<file path="config.mk">
export PLATFORM = sky130hd
export DESIGN_NAME = irs_sequencer
export DESIGN_NICKNAME = d
export VERILOG_FILES = /design/src/irs_pkg.sv /design/src/irs_sequencer.sv
export SDC_FILE = /design/constraint.sdc
export NUM_CORES = 1
export LEC_CHECK = 0
export BUFFER_PORTS_ARGS = -buffer_cell sky130_fd_sc_hd__buf_2
export CORE_MARGIN = 8
export CORE_UTILIZATION = 45
export CTS_CLUSTER_SIZE = 20
export DETAILED_ROUTE_END_ITERATION = 12
export PLACE_DENSITY_LB_ADDON = 0.2
export REMOVE_ABC_BUFFERS = 1
export SYNTH_ARGS = -nofsm -noshare
export SYNTH_HDL_FRONTEND = slang
export SYNTH_SLANG_ARGS = --single-unit
</file>
<file path="constraint.sdc">
create_clock -name aclk -period 3.9 [get_ports aclk]
set_input_delay 0.195 -clock aclk [delete_from_list [all_inputs] [get_ports aclk]]
set_output_delay 0.195 -clock aclk [all_outputs]
set_load 0.03 [all_outputs]
</file>
<file path="src/irs_pkg.sv">
package irs_pkg;

  // ----------------------------------------
  // register map, byte addresses
  // ----------------------------------------
  localparam logic [7:0] ADR_MASK = 8'h00;
  localparam logic [7:0] ADR_CTRL = 8'h04;
  localparam logic [7:0] ADR_STAT = 8'h08;
  localparam logic [7:0] ADR_TOP = 8'h0C;

  // status and control field positions
  localparam int CTRL_DBG_BIT = 0;
  localparam int STAT_DIS_BIT = 0;
  localparam int STAT_BUSY_BIT = 1;
  localparam int STAT_DEPTH_LSB = 4;
  localparam int STAT_OVF_BIT = 8;

  localparam logic [1:0] RESP_OKAY = 2'h0;
  localparam logic [1:0] RESP_SLVERR = 2'h2;

  // ----------------------------------------
  // sequencing constants
  // ----------------------------------------
  localparam int STK_DEPTH = 8;
  localparam int LAT_HW = 8;
  localparam int LAT_SW = 4;
  localparam logic [15:0] VEC_RESET = 16'h0000;
  localparam logic [15:0] VEC_NMI = 16'h0024;
  localparam logic [15:0] VEC_HW_BASE = 16'h0002;
  localparam logic [15:0] VEC_STEP = 16'h0002;

  // kind of instruction retiring this cycle
  typedef enum logic [2:0] {
    K_NONE, K_EN, K_DIS, K_RET, K_CALL, K_POP, K_PUSH
  } irs_kind_type;

  typedef enum logic {ST_IDLE, ST_WAIT} irs_state_type;

endpackage

</file>
<file path="src/irs_sequencer.sv">
// Function
// - entry saves only the incremented program counter
// - eight-entry return stack, push on entry
// - one entry reserved while debugging is active
// - stack to memory pop, memory push
// - enable instruction plus next finish first
// - hold off after return one instruction
// - protected return pops before new push
// - maskable needs mask bit and cleared disable
// - hardware interrupt: eight cycles, fetch ninth
// - software interrupt: at least four cycles
// - drain pipeline before vector fetch
// - wait states extend latency
// - hold grant postpones external vector fetch
// - repeat loop locks out all but reset
// - reset immediate, nonmaskable may be delayed
// - push even when stack is full
// - nonmaskable goes to 24h, sets disable
// - maskable acceptance sets disable bit
`timescale 1ns/1ps
`default_nettype none

module irs_sequencer #(
  parameter int NIRQ = 6,
  parameter int DEPTH = irs_pkg::STK_DEPTH
) (
  input wire logic aclk,
  input wire logic aresetn,
  input wire logic [7:0] s_axi_awaddr,
  input wire logic s_axi_awvalid,
  output logic s_axi_awready,
  input wire logic [31:0] s_axi_wdata,
  input wire logic [3:0] s_axi_wstrb,
  input wire logic s_axi_wvalid,
  output logic s_axi_wready,
  output logic [1:0] s_axi_bresp,
  output logic s_axi_bvalid,
  input wire logic s_axi_bready,
  input wire logic [7:0] s_axi_araddr,
  input wire logic s_axi_arvalid,
  output logic s_axi_arready,
  output logic [31:0] s_axi_rdata,
  output logic [1:0] s_axi_rresp,
  output logic s_axi_rvalid,
  input wire logic s_axi_rready,
  input wire logic reset_input_low,
  input wire logic nmi_req,
  input wire logic [NIRQ-1:0] hw_req,
  input wire logic sw_req,
  input wire logic [15:0] sw_vector,
  input wire logic sw_sets_disable,
  input wire logic retire,
  input wire irs_pkg::irs_kind_type retire_kind,
  input wire logic [15:0] retire_pc,
  input wire logic [15:0] mem_word,
  input wire logic [15:0] next_pc,
  input wire logic pipe_empty,
  input wire logic pipe_protect,
  input wire logic wait_state,
  input wire logic bus_hold_grant,
  input wire logic vector_external,
  input wire logic repeat_active,
  output logic vector_fetch,
  output logic [15:0] vector_addr,
  output logic drain_req,
  output logic global_irq_disable_bit,
  output logic [15:0] stack_top,
  output logic [3:0] stack_depth,
  output logic stack_overflow
);

  // ----------------------------------------
  // register bus
  // ----------------------------------------
  logic aw_hold_r, aw_hold_nxt, w_hold_r, w_hold_nxt;
  logic [7:0] aw_addr_r, aw_addr_nxt;
  logic [31:0] w_data_r, w_data_nxt, bmask;
  logic [3:0] w_strb_r, w_strb_nxt;
  logic bvalid_r, bvalid_nxt, awready_r, awready_nxt, wready_r, wready_nxt;
  logic [1:0] bresp_r, bresp_nxt, rresp_r, rresp_nxt;
  logic arready_r, arready_nxt, rvalid_r, rvalid_nxt;
  logic [31:0] rdata_r, rdata_nxt;
  logic [NIRQ-1:0] mask_r, mask_nxt;
  logic dbg_r, dbg_nxt, ovf_clr;
  logic wr_do;

  logic [15:0] stk_r [DEPTH];
  logic [15:0] stk_nxt [DEPTH];
  logic [3:0] depth_r, depth_nxt;
  logic ovf_r, ovf_nxt, dis_r, dis_nxt;
  irs_pkg::irs_state_type st_r, st_nxt;

  // write channel: address and data taken in either order
  always_comb
  begin
    aw_hold_nxt = aw_hold_r;
    aw_addr_nxt = aw_addr_r;
    w_hold_nxt = w_hold_r;
    w_data_nxt = w_data_r;
    w_strb_nxt = w_strb_r;
    bvalid_nxt = bvalid_r;
    bresp_nxt = bresp_r;
    mask_nxt = mask_r;
    dbg_nxt = dbg_r;
    ovf_clr = 1'b0;
    for (int b = 0; b < 4; b++)
    begin
      bmask[b*8 +: 8] = {8{w_strb_r[b]}};
    end
    if (s_axi_awvalid && awready_r)
    begin
      aw_hold_nxt = 1'b1;
      aw_addr_nxt = s_axi_awaddr;
    end
    if (s_axi_wvalid && wready_r)
    begin
      w_hold_nxt = 1'b1;
      w_data_nxt = s_axi_wdata;
      w_strb_nxt = s_axi_wstrb;
    end
    wr_do = aw_hold_r && w_hold_r && !bvalid_r;
    if (wr_do)
    begin
      aw_hold_nxt = 1'b0;
      w_hold_nxt = 1'b0;
      bvalid_nxt = 1'b1;
      bresp_nxt = irs_pkg::RESP_OKAY;
      unique case (aw_addr_r)
        irs_pkg::ADR_MASK:
          mask_nxt = NIRQ'((32'(mask_r) & ~bmask) | (w_data_r & bmask));
        irs_pkg::ADR_CTRL:
          if (w_strb_r[0])
            dbg_nxt = w_data_r[irs_pkg::CTRL_DBG_BIT];
        irs_pkg::ADR_STAT:
          ovf_clr = w_strb_r[1] && w_data_r[irs_pkg::STAT_OVF_BIT];
        irs_pkg::ADR_TOP: ;
        default: bresp_nxt = irs_pkg::RESP_SLVERR;
      endcase
    end
    else if (bvalid_r && s_axi_bready)
    begin
      bvalid_nxt = 1'b0;
    end
    awready_nxt = !aw_hold_nxt;
    wready_nxt = !w_hold_nxt;
  end

  // read channel: one read at a time, answer one cycle after address
  always_comb
  begin
    rvalid_nxt = rvalid_r;
    rdata_nxt = rdata_r;
    rresp_nxt = rresp_r;
    if (s_axi_arvalid && arready_r)
    begin
      rvalid_nxt = 1'b1;
      rresp_nxt = irs_pkg::RESP_OKAY;
      rdata_nxt = 32'h0000_0000;
      unique case (s_axi_araddr)
        irs_pkg::ADR_MASK: rdata_nxt = 32'(mask_r);
        irs_pkg::ADR_CTRL: rdata_nxt[irs_pkg::CTRL_DBG_BIT] = dbg_r;
        irs_pkg::ADR_STAT:
        begin
          rdata_nxt[irs_pkg::STAT_DIS_BIT] = dis_r;
          rdata_nxt[irs_pkg::STAT_BUSY_BIT] = (st_r == irs_pkg::ST_WAIT);
          rdata_nxt[irs_pkg::STAT_DEPTH_LSB +: 4] = depth_r;
          rdata_nxt[irs_pkg::STAT_OVF_BIT] = ovf_r;
        end
        irs_pkg::ADR_TOP: rdata_nxt = 32'(stk_r[0]);
        default: rresp_nxt = irs_pkg::RESP_SLVERR;
      endcase
    end
    else if (rvalid_r && s_axi_rready)
    begin
      rvalid_nxt = 1'b0;
    end
    arready_nxt = !rvalid_nxt;
  end

  // ----------------------------------------
  // interrupt acceptance and return stack
  // ----------------------------------------
  logic [3:0] cnt_r, cnt_nxt, cap;
  logic [15:0] vec_r, vec_nxt, vaddr_r, vaddr_nxt;
  logic sdis_r, sdis_nxt, fetch_r, fetch_nxt;
  logic blk_en_r, blk_en_nxt, blk_ret_r, blk_ret_nxt, rst_prev_r;
  logic blk, take, pop_en, push_en;
  logic [15:0] push_val;
  logic [NIRQ-1:0] hw_cand;
  logic [15:0] hw_idx;

  always_comb
  begin
    st_nxt = st_r;
    cnt_nxt = cnt_r;
    vec_nxt = vec_r;
    sdis_nxt = sdis_r;
    fetch_nxt = 1'b0;
    vaddr_nxt = vaddr_r;
    dis_nxt = dis_r;
    take = 1'b0;
    hw_idx = 16'h0000;
    // window opens at the enable or return retire edge itself, extended by protection
    blk = blk_en_r || blk_ret_r || pipe_protect || repeat_active
          || (retire && (retire_kind == irs_pkg::K_EN || retire_kind == irs_pkg::K_RET));
    hw_cand = hw_req & mask_r & {NIRQ{!dis_r}};
    for (int i = NIRQ - 1; i >= 0; i--)
    begin
      if (hw_cand[i])
        hw_idx = 16'(i);
    end
    // the instruction right after enable or return clears the window
    blk_en_nxt = retire ? (retire_kind == irs_pkg::K_EN) : blk_en_r;
    blk_ret_nxt = retire ? (retire_kind == irs_pkg::K_RET) : blk_ret_r;
    if (retire && retire_kind == irs_pkg::K_EN)
      dis_nxt = 1'b0;
    if (retire && retire_kind == irs_pkg::K_DIS)
      dis_nxt = 1'b1;
    unique case (st_r)
      irs_pkg::ST_IDLE:
        if (!blk)
        begin
          if (nmi_req)
          begin
            st_nxt = irs_pkg::ST_WAIT;
            vec_nxt = irs_pkg::VEC_NMI;
            cnt_nxt = 4'(irs_pkg::LAT_HW - 1);
            sdis_nxt = 1'b1;
          end
          else if (|hw_cand)
          begin
            st_nxt = irs_pkg::ST_WAIT;
            vec_nxt = irs_pkg::VEC_HW_BASE + 16'(hw_idx * irs_pkg::VEC_STEP);
            cnt_nxt = 4'(irs_pkg::LAT_HW - 1);
            sdis_nxt = 1'b1;
          end
          else if (sw_req)
          begin
            st_nxt = irs_pkg::ST_WAIT;
            vec_nxt = sw_vector;
            cnt_nxt = 4'(irs_pkg::LAT_SW - 1);
            sdis_nxt = sw_sets_disable;
          end
        end
      irs_pkg::ST_WAIT:
        if (cnt_r != 4'h0)
          cnt_nxt = cnt_r - 4'h1;
        // drained, no wait state, bus not held away, no repeat loop
        else if (pipe_empty && !retire && !wait_state && !repeat_active
                 && !(bus_hold_grant && vector_external))
        begin
          take = 1'b1;
          st_nxt = irs_pkg::ST_IDLE;
          fetch_nxt = 1'b1;
          vaddr_nxt = vec_r;
          if (sdis_r)
            dis_nxt = 1'b1;
        end
    endcase
    // reset aborts whatever is pending, no drain
    if (!reset_input_low)
    begin
      st_nxt = irs_pkg::ST_IDLE;
      dis_nxt = 1'b1;
      blk_en_nxt = 1'b0;
      blk_ret_nxt = 1'b0;
      take = 1'b0;
      fetch_nxt = 1'b0;
    end
    else if (!rst_prev_r)
    begin
      fetch_nxt = 1'b1;
      vaddr_nxt = irs_pkg::VEC_RESET;
      st_nxt = irs_pkg::ST_IDLE; // restart cycle accepts nothing
    end
  end

  // return stack: pop of a retiring return lands before any push
  always_comb
  begin
    stk_nxt = stk_r;
    depth_nxt = depth_r;
    ovf_nxt = ovf_r;
    // debug keeps one entry back; free for nesting when idle
    cap = dbg_r ? 4'(DEPTH - 1) : 4'(DEPTH);
    pop_en = retire && (retire_kind == irs_pkg::K_RET || retire_kind == irs_pkg::K_POP);
    push_en = take || (retire && (retire_kind == irs_pkg::K_CALL
                                  || retire_kind == irs_pkg::K_PUSH));
    // only the incremented counter is saved on entry
    push_val = take ? next_pc :
               (retire_kind == irs_pkg::K_PUSH ? mem_word : retire_pc);
    if (pop_en)
    begin
      for (int i = 0; i < DEPTH - 1; i++)
        stk_nxt[i] = stk_r[i+1];
      stk_nxt[DEPTH-1] = 16'h0000;
      if (depth_r != 4'h0)
        depth_nxt = depth_r - 4'h1;
    end
    else if (push_en)
    begin
      // full stack still takes the push; oldest entry falls off the end
      for (int i = DEPTH - 1; i > 0; i--)
        stk_nxt[i] = stk_r[i-1];
      stk_nxt[0] = push_val;
      if (depth_r >= cap)
        ovf_nxt = 1'b1;
      else
        depth_nxt = depth_r + 4'h1;
    end
    // a new overflow beats a software clear in the same cycle
    if (ovf_clr && !(push_en && !pop_en && depth_r >= cap))
      ovf_nxt = 1'b0;
  end

  // ----------------------------------------
  // state registers
  // ----------------------------------------
  always_ff @(posedge aclk)
  begin
    if (!aresetn)
    begin
      aw_hold_r <= 1'b0;
      aw_addr_r <= 8'h00;
      w_hold_r <= 1'b0;
      w_data_r <= 32'h0000_0000;
      w_strb_r <= 4'h0;
      bvalid_r <= 1'b0;
      bresp_r <= irs_pkg::RESP_OKAY;
      awready_r <= 1'b0;
      wready_r <= 1'b0;
      arready_r <= 1'b0;
      rvalid_r <= 1'b0;
      rdata_r <= 32'h0000_0000;
      rresp_r <= irs_pkg::RESP_OKAY;
      mask_r <= '0;
      dbg_r <= 1'b0;
      st_r <= irs_pkg::ST_IDLE;
      cnt_r <= 4'h0;
      vec_r <= 16'h0000;
      sdis_r <= 1'b0;
      fetch_r <= 1'b0;
      vaddr_r <= irs_pkg::VEC_RESET;
      dis_r <= 1'b1;
      blk_en_r <= 1'b0;
      blk_ret_r <= 1'b0;
      rst_prev_r <= 1'b1;
      depth_r <= 4'h0;
      ovf_r <= 1'b0;
      for (int i = 0; i < DEPTH; i++)
        stk_r[i] <= 16'h0000;
    end
    else
    begin
      aw_hold_r <= aw_hold_nxt;
      aw_addr_r <= aw_addr_nxt;
      w_hold_r <= w_hold_nxt;
      w_data_r <= w_data_nxt;
      w_strb_r <= w_strb_nxt;
      bvalid_r <= bvalid_nxt;
      bresp_r <= bresp_nxt;
      awready_r <= awready_nxt;
      wready_r <= wready_nxt;
      arready_r <= arready_nxt;
      rvalid_r <= rvalid_nxt;
      rdata_r <= rdata_nxt;
      rresp_r <= rresp_nxt;
      mask_r <= mask_nxt;
      dbg_r <= dbg_nxt;
      st_r <= st_nxt;
      cnt_r <= cnt_nxt;
      vec_r <= vec_nxt;
      sdis_r <= sdis_nxt;
      fetch_r <= fetch_nxt;
      vaddr_r <= vaddr_nxt;
      dis_r <= dis_nxt;
      blk_en_r <= blk_en_nxt;
      blk_ret_r <= blk_ret_nxt;
      rst_prev_r <= reset_input_low;
      depth_r <= depth_nxt;
      ovf_r <= ovf_nxt;
      stk_r <= stk_nxt;
    end
  end

  // outputs straight from flip-flops
  assign s_axi_awready = awready_r;
  assign s_axi_wready = wready_r;
  assign s_axi_bvalid = bvalid_r;
  assign s_axi_bresp = bresp_r;
  assign s_axi_arready = arready_r;
  assign s_axi_rvalid = rvalid_r;
  assign s_axi_rdata = rdata_r;
  assign s_axi_rresp = rresp_r;
  assign vector_fetch = fetch_r;
  assign vector_addr = vaddr_r;
  assign drain_req = (st_r == irs_pkg::ST_WAIT);
  assign global_irq_disable_bit = dis_r;
  assign stack_top = stk_r[0];
  assign stack_depth = depth_r;
  assign stack_overflow = ovf_r;

endmodule

`default_nettype wire

</file>
### After elaboration in Yosys (flattened, before gate mapping)

Index checks and enable logic that the tools add are counted.

| word-level totals | value |
|---|---|
| RAM bits | 0 |
| output and inout port bits | 81 |
| input port bits | 143 |
| bits in read-only memories | 0 |
| memories kept | 0 |
| word-level logic and storage cells | 194 |
| latch bits | 0 |
| flip-flop bits (word level) | 245 |

| operators by class | value |
|---|---|
| add/sub/neg operators | 4 |
| reductions and logical operators | 60 |
| mux-type cells | 67 |
| magnitude comparators | 1 |
| equal/unequal tests | 17 |
| shift-type cells | 0 |
| div/mod/pow operators | 0 |
| multiply operators | 0 |
| bitwise gates (word level) | 10 |

Operator list:

| cell | number |
|---|---|
| two-way mux 128 bit | 2 |
| two-way mux 16 bit | 10 |
| two-way mux 15 bit | 5 |
| two-way mux 4 bit | 10 |
| equality test 8 x 4 -> 1 bit (second input constant) | 4 |
| two-way mux 1 bit | 30 |
| AND 6 bit | 4 |
| logical AND 1 bit | 21 |
| AND reduction 3 bit | 6 |
| adder 2 x 16 -> 16 bit (first input constant) | 1 |
| equality test 8 x 3 -> 1 bit (second input constant) | 2 |
| logical NOT 8 bit | 2 |
| one-hot mux 5 bit (3 select lines) | 1 |
| logical NOT 1 bit | 11 |
| equality test 3 bit (second input constant) | 3 |
| logical OR 1 bit | 8 |
| one-hot mux 4 bit (2 select lines) | 1 |
| nonzero test 4 bit | 2 |
| OR reduction 4 bit | 2 |
| subtractor 4 x 1 -> 4 bit (second input constant) | 2 |
| two-way mux 7 bit | 1 |
| equality test 3 x 2 -> 1 bit (second input constant) | 2 |
| NOT 6 bit | 1 |
| bitwise OR 6 bit | 1 |
| 18 further kinds | 27 |

### Depth between registers and ports, before layout

Gate-level depths: netlist of run 1.

| logic depth | value |
|---|---|
| depth after elaboration | 15 |
| depth in mapped cells | 12 |

### Worst setup path after synthesis of run 1

No wires, ideal clock.

| timing path | value |
|---|---|
| kind | input to register |
| start | input port retire_kind[2] |
| end | register depth_r[3] (netlist: stack_depth[3]) |
| path buffers | 3 |
| path slack | 1,424 ps |
| required time | 3,828 ps |
| data arrival time | 2,404 ps |
| stages on the path | 12 |
| cell sequence | clkbuf_1 xnor2_1 or2_2 clkbuf_1 clkinv_1 clkbuf_1 ha_1 a21o_1 a21oi_1 xnor2_1 nor3_1 mux2i_1 |

| between the ends | value |
|---|---|
| cells in the longest elaborated chain, start to end | 6 |
| elaborated cells between the ends (all ways) | 14 |
| classes of those cells | 6 x eq/ne; 1 x mux; 7 x reduce/logical |

Ends and longest elaborated chain:

| what | RTL line | text |
|---|---|---|
| start, declared | irs_sequencer.sv:53 | `input wire irs_pkg::irs_kind_type retire_kind,` |
| equality test 3 bit, on equally long branches | irs_sequencer.sv:287, irs_sequencer.sv:288 |  |
| logical OR 1 bit | irs_sequencer.sv:288 | `\|\| retire_kind == irs_pkg::K_PUSH));` |
| logical AND 1 bit | irs_sequencer.sv:287 | `push_en = take \|\| (retire && (retire_kind == irs_pkg::K_CALL` |
| logical OR 1 bit | irs_sequencer.sv:287 |  |
| nonzero test 2 bit (no line) | - |  |
| AND reduction 3 bit (no line) | - |  |
| end signal, assigned | irs_sequencer.sv:380 | `depth_r <= depth_nxt;` |
| end, declared | irs_sequencer.sv:89 | `logic [3:0] depth_r, depth_nxt;` |

Several ways; a longest one is shown, not always the timed one.
A chain may end at the register's enable or synchronous reset.

### Worst setup path after layout of run 1

| timing path | value |
|---|---|
| start | register cnt_r[0] |
| end | register stk_r[105] (netlist name) |

| between the ends | value |
|---|---|
| cells in the longest elaborated chain, start to end | 6 |

Ends and longest elaborated chain:

| what | RTL line | text |
|---|---|---|
| start, declared | irs_sequencer.sv:183 | `logic [3:0] cnt_r, cnt_nxt, cap;` |
| start signal, assigned | irs_sequencer.sv:371 | `cnt_r <= cnt_nxt;` |
| nonzero test 4 bit | irs_sequencer.sv:246 | `if (cnt_r != 4'h0)` |
| two-way mux 1 bit | irs_sequencer.sv:246 |  |
| two-way mux 1 bit | irs_sequencer.sv:219 | `unique case (st_r)` |
| two-way mux 1 bit | irs_sequencer.sv:261 | `if (!reset_input_low)` |
| logical OR 1 bit | irs_sequencer.sv:287 |  |
| nonzero test 2 bit (no line) | - |  |
| end signal, assigned | irs_sequencer.sv:382 | `stk_r <= stk_nxt;` |
| end, declared | irs_sequencer.sv:87 | `logic [15:0] stk_r [DEPTH];` |

Every way passes these cells.

==> results of run 1 <==
-- worst max-delay path: cells and delay by family, from the launching register on --
kind,cells,cell delay (ps)
AND/OR/NAND/NOR,2,1130
buffers and inverters,2,630
AO/OA/AOI/OAI,3,500
flip-flops,1,330
adder cells (fa/ha/maj),1,160
-- registers in the layout, summed over array words and instances, names as in the netlist, 2 cells and up, named ones only --
name	flops
aw_addr_r	8
cnt_r	4
s_axi_rdata	16
stack_depth	4
stack_top	16
stk_r	112
vec_r	16
vector_addr	16
w_data_r	7
w_strb_r	2
-- metrics by stage --
stage / power (mW) / instances / instance area (sq um)
finish: 5.12 / 1568 / 11600
global route: 5.31 / 1568 / 11600
CTS: 5.17 / 1568 / 11600
detailed placement: 2.78 / 1475 / 10300
global placement: 2.78 / 1475 / 10300
floorplan: 2.61 / 1007 / 8890
-- worst max-delay path by stage --
stage | endpoint | slack, ps | cells after the start
final | stk_r[105] | 1040 | 8
after global routing | stk_r[106] | 870 | 8
after CTS | stk_r[59] | 1050 | 8
after detailed placement | stk_r[59] | 1050 | 8
after global placement | stk_r[38] | 1090 | 8
after floorplan | stk_r[100] | -4840 | 6
-- report_power, final --
part | total, mW | switching (mW) | internal, mW
combinational | 0.413 | 0.268 | 0.145
clock | 2.35 | 0.898 | 1.45
sequential | 2.36 | 0.0269 | 2.33
total | 5.12 | 1.19 | 3.93
-- logic make-up (layout without fill, tap and decap cells) --
kind of cell    after synthesis  count (layout)  share of synthesized area
flops                       225             225                      0.476
xor+xnor                      3               3                    0.00278
simple gates                349             349                      0.160
mux                          32              32                     0.0353
buf+inv                     125             298                     0.0716
compound gates              358             358                      0.240
other cells                   1              18                   0.000396
fa+ha+maj                    10              10                     0.0140
-- layout by cell type (no fill, tap or decap), drive strengths merged, types with 3 or more instances in the layout --
cell | synthesis | final
a22o | 16 | 16
nor3 | 17 | 17
nand3 | 13 | 13
nand3b | 3 | 3
dfxtp | 225 | 225
and2 | 6 | 6
o21ai | 11 | 11
a221oi | 17 | 17
and3b | 3 | 3
a211oi | 4 | 4
conb | 1 | 18
buf | 56 | 193
clkinv | 1 | 4
nand2 | 221 | 221
xnor2 | 3 | 3
a22oi | 113 | 113
a21oi | 181 | 181
inv | 11 | 11
nor2 | 53 | 53
or4 | 3 | 3
nand2b | 7 | 7
o31ai | 4 | 4
ha | 9 | 9
mux2i | 30 | 30
or4b | 4 | 4
nor3b | 3 | 3
or2 | 3 | 3
nor4 | 3 | 3
dlygate4sd3 | 0 | 50
clkbuf | 57 | 38
-- routing by layer --
metal | up-vias | part of all wire | track usage
li1 | 4221 | - | -
met1 | 3920 | 0.45 | 0.250
met2 | 222 | 0.47 | 0.310
met3 | 40 | 0.056 | 0.0389
met4 | 2 | 0.022 | 0.0530
met5 | - | 0.00035 | 0
-- timing repair --
action | in CTS | in global routing
hold buffers | 50 | 0
resized for setup | 0 | 0
endpoints found under the hold margin | 51 | 0
-- area by class of cell --
class,count,area (sq um)
Sequential cell,225,4500
Clock buffer,38,754
Clock inverter,5,75.1
Tap cell,275,344
Fill cell,1955,9220
Multi-Input combinational cell,770,4360
Inverter,12,48.8
Timing Repair Buffer,243,1520
==> qor.yml, run 1 <==
path_cells: "inv_1 -> ha_1 -> or3b_2 -> or4b_1 -> o21ai_4 -> buf_4 -> a22oi_1 -> a21oi_1"
p_per_area_nw_per_um2: 441
synth_area_sq_um: 9460
io_pins: 224
fin_crit_ps: 2860
slew_violations: 0
cp_data_required_time_ps: 4330
worst_slew_pin_slew_ps: 1060
tritoncts: "built"
cp-end-kind: "register"
synth_area_leader_cell: "dfxtp_1"
htree_num_levels: 1
pre_cts_slack_ps: 1050
whs_path_depth: 3
die_h_um: 161
worstHoldPathType: "in2reg"
peakVddDrop_v: 0.000267
coreArea_sq_um: 20800
crit_fanout: 63
min_to: "stack_top[0]"
finalClockSkew_ps: 12.7
critPathMaxStageDelay_ps: 610
die_x_um: 161
antenna_found_initial: 1
worstReg2RegEnd: "stk_r[105]"
fin_ws_ps: 1040
post-dp-hpwl_um: 16600
gp_congestion: 0.777
timing.rr.start: "cnt_r[0]"
grt_pass1_wl_um: 41500
synthTopCellsByArea: "dfxtp_1 (48%), a21oi_1 (9.6%), a22oi_1 (9.0%)"
finalSetupViolCount: 0
nets: 1429
ant_nets: 0
area_growth_pct: 22.6
cp.arrival_ps: 3300
cts.sinks: 225
reg2reg_depth: 8
n_antenna_cell: 0
drive_gt1_frac: 0.189
drv_cap: 0
crit_path_top_delay_cell: "or4b_1"
synth_cell_types: 59
timing.setup.tns_ps: 0
fin_crit_sh: 0.734
worstHoldStart: "next_pc[0]"
async_flop_share: 0
timing.critical_path.from_type: "register"
grt_use_total: 0.190
start_util: 0.454
max_freq_mhz: 349
grt_pass1_vias: 8154
synth_edf_count: 0
yosysWarnings: 0
cp-startpoint: "cnt_r[0]"
post_drt_via_cell_ratio: 5.36
drc: 0
cts-root-buf: "clkbuf_16"
syn_avg_cell_area_sq_um: 8.58
grt_setup_unrepaired: "false"
port_buffers: 178
max-slew-margin-rel: 0.289
synth.most_common_cell: "dfxtp_1"
post_cts_buffers: 0
holdWs_ps: 21.0
hold_violations: 0
synth_flop_cell: "dfxtp_1"
r2r_slack_ps: 1040
insertion_delay_ps: 510
p_leak_nw: 4.54
yosysSeqAreaShare: 0.476
status: "finished, final reports clean"
yosys-top-cells-count: "dfxtp_1 (225), nand2_1 (221), a21oi_1 (181)"
grt_max_degree: 78
synth_top_cell_area_share: 0.476
synth_cells: 1103
overflow: 0
drt_pass1_iterations: 5
critPathKind: "reg2reg"
numCtsBuffers: 24
vias: 8405
wl_um: 25600
clockBufferDepth: 3
drt_iter0_markers: 542
ys_seq_elements: 225
rows: 53
die-area_sq_um: 25900
fin_util: 0.557
cts.reportedPaths.clkPinSlew_ps: 60
avgRoutedWirePerCell_um: 16.3
No activity file was read; power rests on OpenSTA's default activity.
==> run 2: changes to the inputs <==
Settings changed: ABC_AREA from default to 1.
Clock period 3.9 ns to 2.65 ns, I/O delays scaled along.
==> run 2 against run 1 <==
Total power increased by 50%. Setup slack got worse by 830 ps. Global-route usage increased by 1.2 points. Wire length increased by 16%. Fmax increased by 17%. Final cell count increased by 27%. Non-clock buffer count decreased by 1. Sequential power increased by 49%. Largest cell class is now multi-input combinational cells. Clock power increased by 43%. Critical path type unchanged. Register-to-register slack got worse by 830 ps.
==> qor.yml, run 2 <==
tritoncts: "built"
p_leak_nw: 5.71  # +26%
grt_use_total: 0.202  # +0.0122
synth_edf_count: 0  # unchanged
synth_top_cell_area_share: 0.429  # -0.0470
start_util: 0.453  # -0.00170
antenna_found_initial: 0  # -1
slew_violations: 0  # unchanged
grt_pass1_vias: 9414  # +15%
die-area_sq_um: 28500  # +9.9%
final_common_cell: "nand2_1"
insertion_delay_ps: 520  # about the same
fill_cells: 2272  # +16%
synth_area_sq_um: 10500  # +11%
post-dp-hpwl_um: 19800  # +20%
grt_pass1_wl_um: 48000  # +16%
holdWs_ps: 35.2  # +14.1 ps
critPathKind: "reg2reg"
cts.reportedPaths.clkPinSlew_ps: 60  # about the same
cp_data_required_time_ps: 3050  # -1280 ps
grt_max_degree: 124  # +59%
ys_seq_elements: 225  # unchanged
wl_um: 29600  # +16%
fin_util: 0.544  # -0.0128
yosysWarnings: 0  # unchanged
critPathMaxStageDelay_ps: 550  # -60 ps
io_pins: 224  # unchanged
cp.arrival_ps: 2850  # -450 ps
muxShareOfSynthArea: 0  # -0.0353
cts-root-buf: "clkbuf_16"
synth.most_common_cell: "nand2_1"
power.internal_mw: 5.72  # +46%
crit_fanout: 22  # -65%
crit_path_top_delay_cell: "dlygate4sd3_1"
p_per_area_nw_per_um2: 609  # +38%
fin_crit_sh: 0.922  # +0.188
area_growth_pct: 20.3
finalSetupViolCount: 0  # unchanged
max-slew-margin-rel: 0.361  # +0.0722
path_delay_family: "buffers and inverters"
nets: 1812  # +27%
htree_num_levels: 1  # unchanged
synth_cells: 1492  # +35%
comb_power_share: 0.104  # +0.023
synth-simple-area-share: 0.266  # +0.105
sw_frac_of_total: 0.256  # +0.0231
synthTopCellsByArea: "dfxtp_1 (43%), nand2_1 (13%), a21oi_1 (7.0%)"
synth_top_family_by_area: "simple AND/OR/NAND/NOR gates"
final_cell_mix: "nand2_1 (359), dfxtp_1 (225), nor2_1 (191), buf_2 (178), a21oi_1 (147)"
fin_crit_ps: 2440  # -420 ps
worst_slew_pin_slew_ps: 958  # -99.2 ps
hold_violations: 0  # unchanged
cpMostUsedCell: "nand2_1"
worstHoldPathType: "in2reg"
largest_register_ffs: 112  # unchanged
cp-end-kind: "register"
peakVddDrop_v: 0.000354  # +33%
synthXorXnorAreaFrac: 0.00167  # -0.00111
drive_gt1_frac: 0.156  # -0.0331
finalClockSkew_ps: 14.2  # +1.45 ps
clockBufferDepth: 3  # unchanged
post_cts_buffers: 0  # unchanged
dpl-instance-area_sq_um: 11400  # +11%
switching_power_mw: 1.97  # +65%
synth_area_leader_cell: "dfxtp_1"
max_freq_mhz: 409  # +17%
overflow: 0  # unchanged
crit_end: "vec_r[1]"
drc: 0  # unchanged
cp.depth: 11  # +3
whs_path_depth: 7  # +4
ant_nets: 0  # unchanged
top_register: "stk_r"
die_h_um: 169  # +4.8%
p_clk_frac: 0.438  # -0.021
path_cells: "inv_2 -> nand3_1 -> nand2_1 -> nor2_4 -> nand2_1 -> o21ai_4 -> buf_12 -> nand2_1 -> nand2_1 -> a21oi_1 -> dlygate4sd3_1"
synth_compound_area_frac: 0.186  # -0.0531
cp_num_buf_inv: 3  # +1
drt_iter0_markers: 801  # +48%
synthAdderAreaFrac: 0.0126  # -0.00139
drt_pass1_iterations: 8  # +3
gp_congestion: 0.839  # +7.9%
synth_flop_cell: "dfxtp_1"
rows: 56  # +5.7%
synth_cell_types: 33  # -44%
yosysSeqAreaShare: 0.429  # -0.0470
p_total_mw: 7.68  # +50%
cts.sinks: 225  # unchanged
port_buffers: 178  # unchanged
cp-startpoint: "global_irq_disable_bit"
reg2reg_depth: 11  # +3
r2r_slack_ps: 210  # -830 ps
timing.rr.start: "global_irq_disable_bit"
grt_setup_unrepaired: "false"
drv_cap: 0  # unchanged
fin_area_sq_um: 12600  # +8.8%
yosys-top-cells-count: "nand2_1 (359), dfxtp_1 (225), nor2_1 (191)"
avgRoutedWirePerCell_um: 14.8  # -9.3%
vias: 10000  # +19%
die_x_um: 169  # +4.8%
status: "finished, final reports clean"
numCtsBuffers: 25  # +4.2%
worstReg2RegEnd: "vec_r[1]"
power_frac_seq: 0.458  # -0.003
timing.critical_path.from_type: "register"
post_drt_via_cell_ratio: 5.01  # -6.5%
async_flop_share: 0  # unchanged
syn_avg_cell_area_sq_um: 7.04  # -18%
coreArea_sq_um: 23200  # +11%
timing.setup.tns_ps: 0  # unchanged
run 2: area by class of cell:
class / instances / area [sq um] / share of cell area
Antenna cell: 1 / 2.50 / 0.000198
Clock buffer: 38 / 724 / 0.0574
Clock inverter: 7 / 66.3 / 0.00525
Inverter: 115 / 433 / 0.0343
Multi-Input combinational cell: 1050 / 4980 / 0.394
Sequential cell: 225 / 4500 / 0.357
Tap cell: 319 / 399 / 0.0316
Timing Repair Buffer: 242 / 1520 / 0.120
run 2: worst min-delay path by stage:
stage,startpoint,end,slack [ps]
2_1_floorplan,aresetn,rst_prev_r,200
3_3_place_gp,s_axi_awaddr[0],aw_addr_r[0],390
3_5_place_dp,sw_sets_disable,sdis_r,390
4_1_cts,sw_vector[2],vec_r[2],3
5_1_grt,sw_vector[2],vec_r[2],60
6_report,next_pc[15],stack_top[15],40
run 2: tightest hold or removal path, stage by stage:
cell and delay (ps):
buf_2 70, inv_1 30, nand4_1 70, nand3_1 70, nand3_1 60, nand2_1 40, inv_1 40
run 2: per-stage QoR:
step	setup slack, ps	std cells
finish	206	1997
global route	15.1	1996
CTS	108	1996
detailed placement	525	1913
global placement	596	1913
floorplan	-478	1390
run 2: power by group through the flow:
| stage | logic, mW | registers, mW | clock network, mW |
|---|---|---|---|
| 3_3_place_gp | 0.743 | 3.59 | 0 |
| 4_1_cts | 0.798 | 3.52 | 3.45 |
| 6_report | 0.799 | 3.52 | 3.36 |
| 3_5_place_dp | 0.753 | 3.59 | 0 |
| 2_1_floorplan | 0.378 | 3.64 | 0 |
| 5_1_grt | 0.886 | 3.53 | 3.58 |
run 2: logic make-up after synthesis:
logic type | Yosys count
buf+inv | 234
compound gates | 342
xor+xnor | 2
other cells | 1
simple gates | 678
fa+ha+maj | 10
flops | 225
run 2: layer usage:
layer  track usage  routed length, um  vias up
met5             0                  0        -
met3        0.0359               1820       55
met2         0.322              13300      285
met4        0.0617                777        0
li1              -                  -     5118
met1         0.273              13700     4556
run 2: repair_timing:
action	CTS	global route
hold endpoints to repair	37	0
resized for setup	0	1
setup endpoints to repair	0	1
hold buffers	38	0
==> run 3: changes to the inputs <==
--- a/config.mk
+++ b/config.mk
@@ -7,3 +7,3 @@
 export LEC_CHECK = 0
-export ABC_AREA = 1
+export ABC_AREA = 0
 export BUFFER_PORTS_ARGS = -buffer_cell sky130_fd_sc_hd__buf_2
@@ -13,2 +13,3 @@
 export DETAILED_ROUTE_END_ITERATION = 12
+export HOLD_SLACK_MARGIN = 0.06
 export PLACE_DENSITY_LB_ADDON = 0.2
--- a/constraint.sdc
+++ b/constraint.sdc
@@ -3,2 +3,2 @@
 set_output_delay 0.1325 -clock aclk [all_outputs]
-set_load 0.03 [all_outputs]
+set_load 0.005 [all_outputs]
==> run 3 against run 2 <==
Non-clock buffer count rose by 38. Register-to-register slack got worse by 60 ps. Largest cell class is now flip-flops and latches. Clock power rose by 9.5%. Global-route usage fell by 0.81 points. Combinational power fell by 24%. First-iteration DRC count fell by 31%.
==> qor.yml, run 3 (synthesis gave the netlist of run 1 again) <==
status: "finished, final reports clean"
timing.critical_path.from_type: "register"
finalClockSkew_ps: 6.89  # -7.30 ps
reg2reg_depth: 9  # -2
grt_max_degree: 110  # -11%
tritoncts: "built"
whs_path_depth: 5  # -2
final_cell_mix: "dfxtp_1 (225), nand2_1 (221), a21oi_1 (181), buf_2 (178), a22oi_1 (113)"
cp_data_required_time_ps: 3080  # +30 ps
grt_use_total: 0.194  # -0.00810
top_register: "stk_r"
cp-end-kind: "register"
overflow: 0  # unchanged
timing.rr.start: "cnt_r[0]"
rows: 53  # -5.4%
worstReg2RegEnd: "stk_r[93]"
grt_pass1_wl_um: 42600  # -11%
cts-root-buf: "clkbuf_16"
die-area_sq_um: 25900  # -9.0%
crit_fanout: 31  # +41%
cp.arrival_ps: 2940  # +90 ps
area_growth_pct: 28.2
drt_pass1_iterations: 5  # -3
grt_setup_unrepaired: "false"
slew_violations: 0  # unchanged
numCtsBuffers: 24  # -4.0%
fin_util: 0.582  # +0.0382
insertion_delay_ps: 510  # about the same
nets: 1466  # -19%
r2r_slack_ps: 140  # -60 ps
p_per_area_nw_per_um2: 640  # +5.1%
drive_gt1_frac: 0.195  # +0.0397
gp_congestion: 0.803  # -4.3%
critPathKind: "reg2reg"
hold_violations: 0  # unchanged
peakVddDrop_v: 0.000460  # +30%
place_inst: 1485  # -22%
holdWs_ps: 81.2  # +46.0 ps
n_antenna_cell: 0  # -1
ant_nets: 0  # unchanged
fill_cells: 1885  # -17%
drv_cap: 0  # unchanged
avgRoutedWirePerCell_um: 16.5  # +11%
post_layout_nonfiller_instances: 1606  # -20%
final_common_cell: "dfxtp_1"
post-dp-hpwl_um: 16800  # -15%
timing.setup.tns_ps: 0  # unchanged
die_x_um: 161  # -4.6%
p_total_mw: 7.76  # +0.97%
max_freq_mhz: 399  # -2.5%
post_drt_via_cell_ratio: 5.41  # +8.0%
min_to: "stack_top[11]"
cts.reportedPaths.clkPinSlew_ps: 60  # about the same
fin_crit_ps: 2510  # +63.1 ps
largest_register_ffs: 112  # unchanged
htree_num_levels: 1  # unchanged
start_util: 0.454  # +0.00170
vias: 8696  # -13%
fin_crit_sh: 0.946  # +0.0238
p_leak_nw: 4.75  # -17%
port_buffers: 178  # unchanged
clockBufferDepth: 3  # unchanged
drc: 0  # unchanged
worstHoldPathType: "in2reg"
cts.sinks: 225  # unchanged
wl_um: 26500  # -10%
die_h_um: 161  # -4.6%
drt_iter0_markers: 553  # -31%
finalSetupViolCount: 0  # unchanged
io_pins: 224  # unchanged
max-slew-margin-rel: 0.259  # -0.102
worst_slew_pin_slew_ps: 1100  # +144 ps
worstHoldStart: "mem_word[11]"
coreArea_sq_um: 20800  # -10%
antenna_found_initial: 1  # +1
grt_pass1_vias: 8363  # -11%
run 3: worst max-delay path, cell delays in order (launching register included):
cell and delay, ps:
dfxtp_1 330, inv_1 90, ha_2 180, or3b_2 460, or4b_4 520, o21ai_4 280
buf_12 140, clkbuf_16 200, a22oi_1 80, a21oi_1 140
run 3: worst max-delay path by stage:
stage | startpoint | end | slack [ps] | cells past startpoint
2_1_floorplan | retire_kind[2] | stk_r[100] | -6030 | 6
3_3_place_gp | cnt_r[0] | stack_depth[3] | 180 | 9
3_5_place_dp | cnt_r[0] | stack_depth[3] | 130 | 9
4_1_cts | cnt_r[0] | stack_depth[3] | 100 | 9
5_1_grt | cnt_r[0] | stk_r[21] | 10 | 9
6_report | cnt_r[0] | stk_r[93] | 140 | 9
run 3: cell type report:
| type | count | area [sq um] | area share |
|---|---|---|---|
| clock inverter | 8 | 169 | 0.0139 |
| clock buffer | 36 | 707 | 0.0583 |
| multi-input combinational | 770 | 4360 | 0.360 |
| sequential | 225 | 4500 | 0.371 |
| timing repair buffer | 280 | 1990 | 0.164 |
| inverter | 12 | 48.8 | 0.00402 |
| tap | 275 | 344 | 0.0284 |
run 3: repair_timing:
action / 4_1_cts / 5_1_grt
gates resized for setup: 0 / 3
setup endpoints to repair: 0 / 26
hold endpoints to repair: 60 / 0
hold buffers: 72 / 0
setup buffers: 0 / 3
run 3: routing by layer:
layer  global-route usage  part of all wire
met1                0.259              0.45
met2                0.315              0.47
met3               0.0435             0.060
met4               0.0412             0.014
met5                    0           0.00034
run 3: stage by stage:
step                setup slack, ps  area, sq um
finish                          143        12100
global route                   10.9        12100
CTS                            98.3        12000
detailed placement              132        10400
global placement                183        10400
floorplan                     -6030         8890
run 3: power breakdown:
| part | switching (mW) | internal, mW | total (mW) |
|---|---|---|---|
| logic | 0.348 | 0.262 | 0.610 |
| clock network | 1.35 | 2.33 | 3.68 |
| registers | 0.0399 | 3.43 | 3.47 |
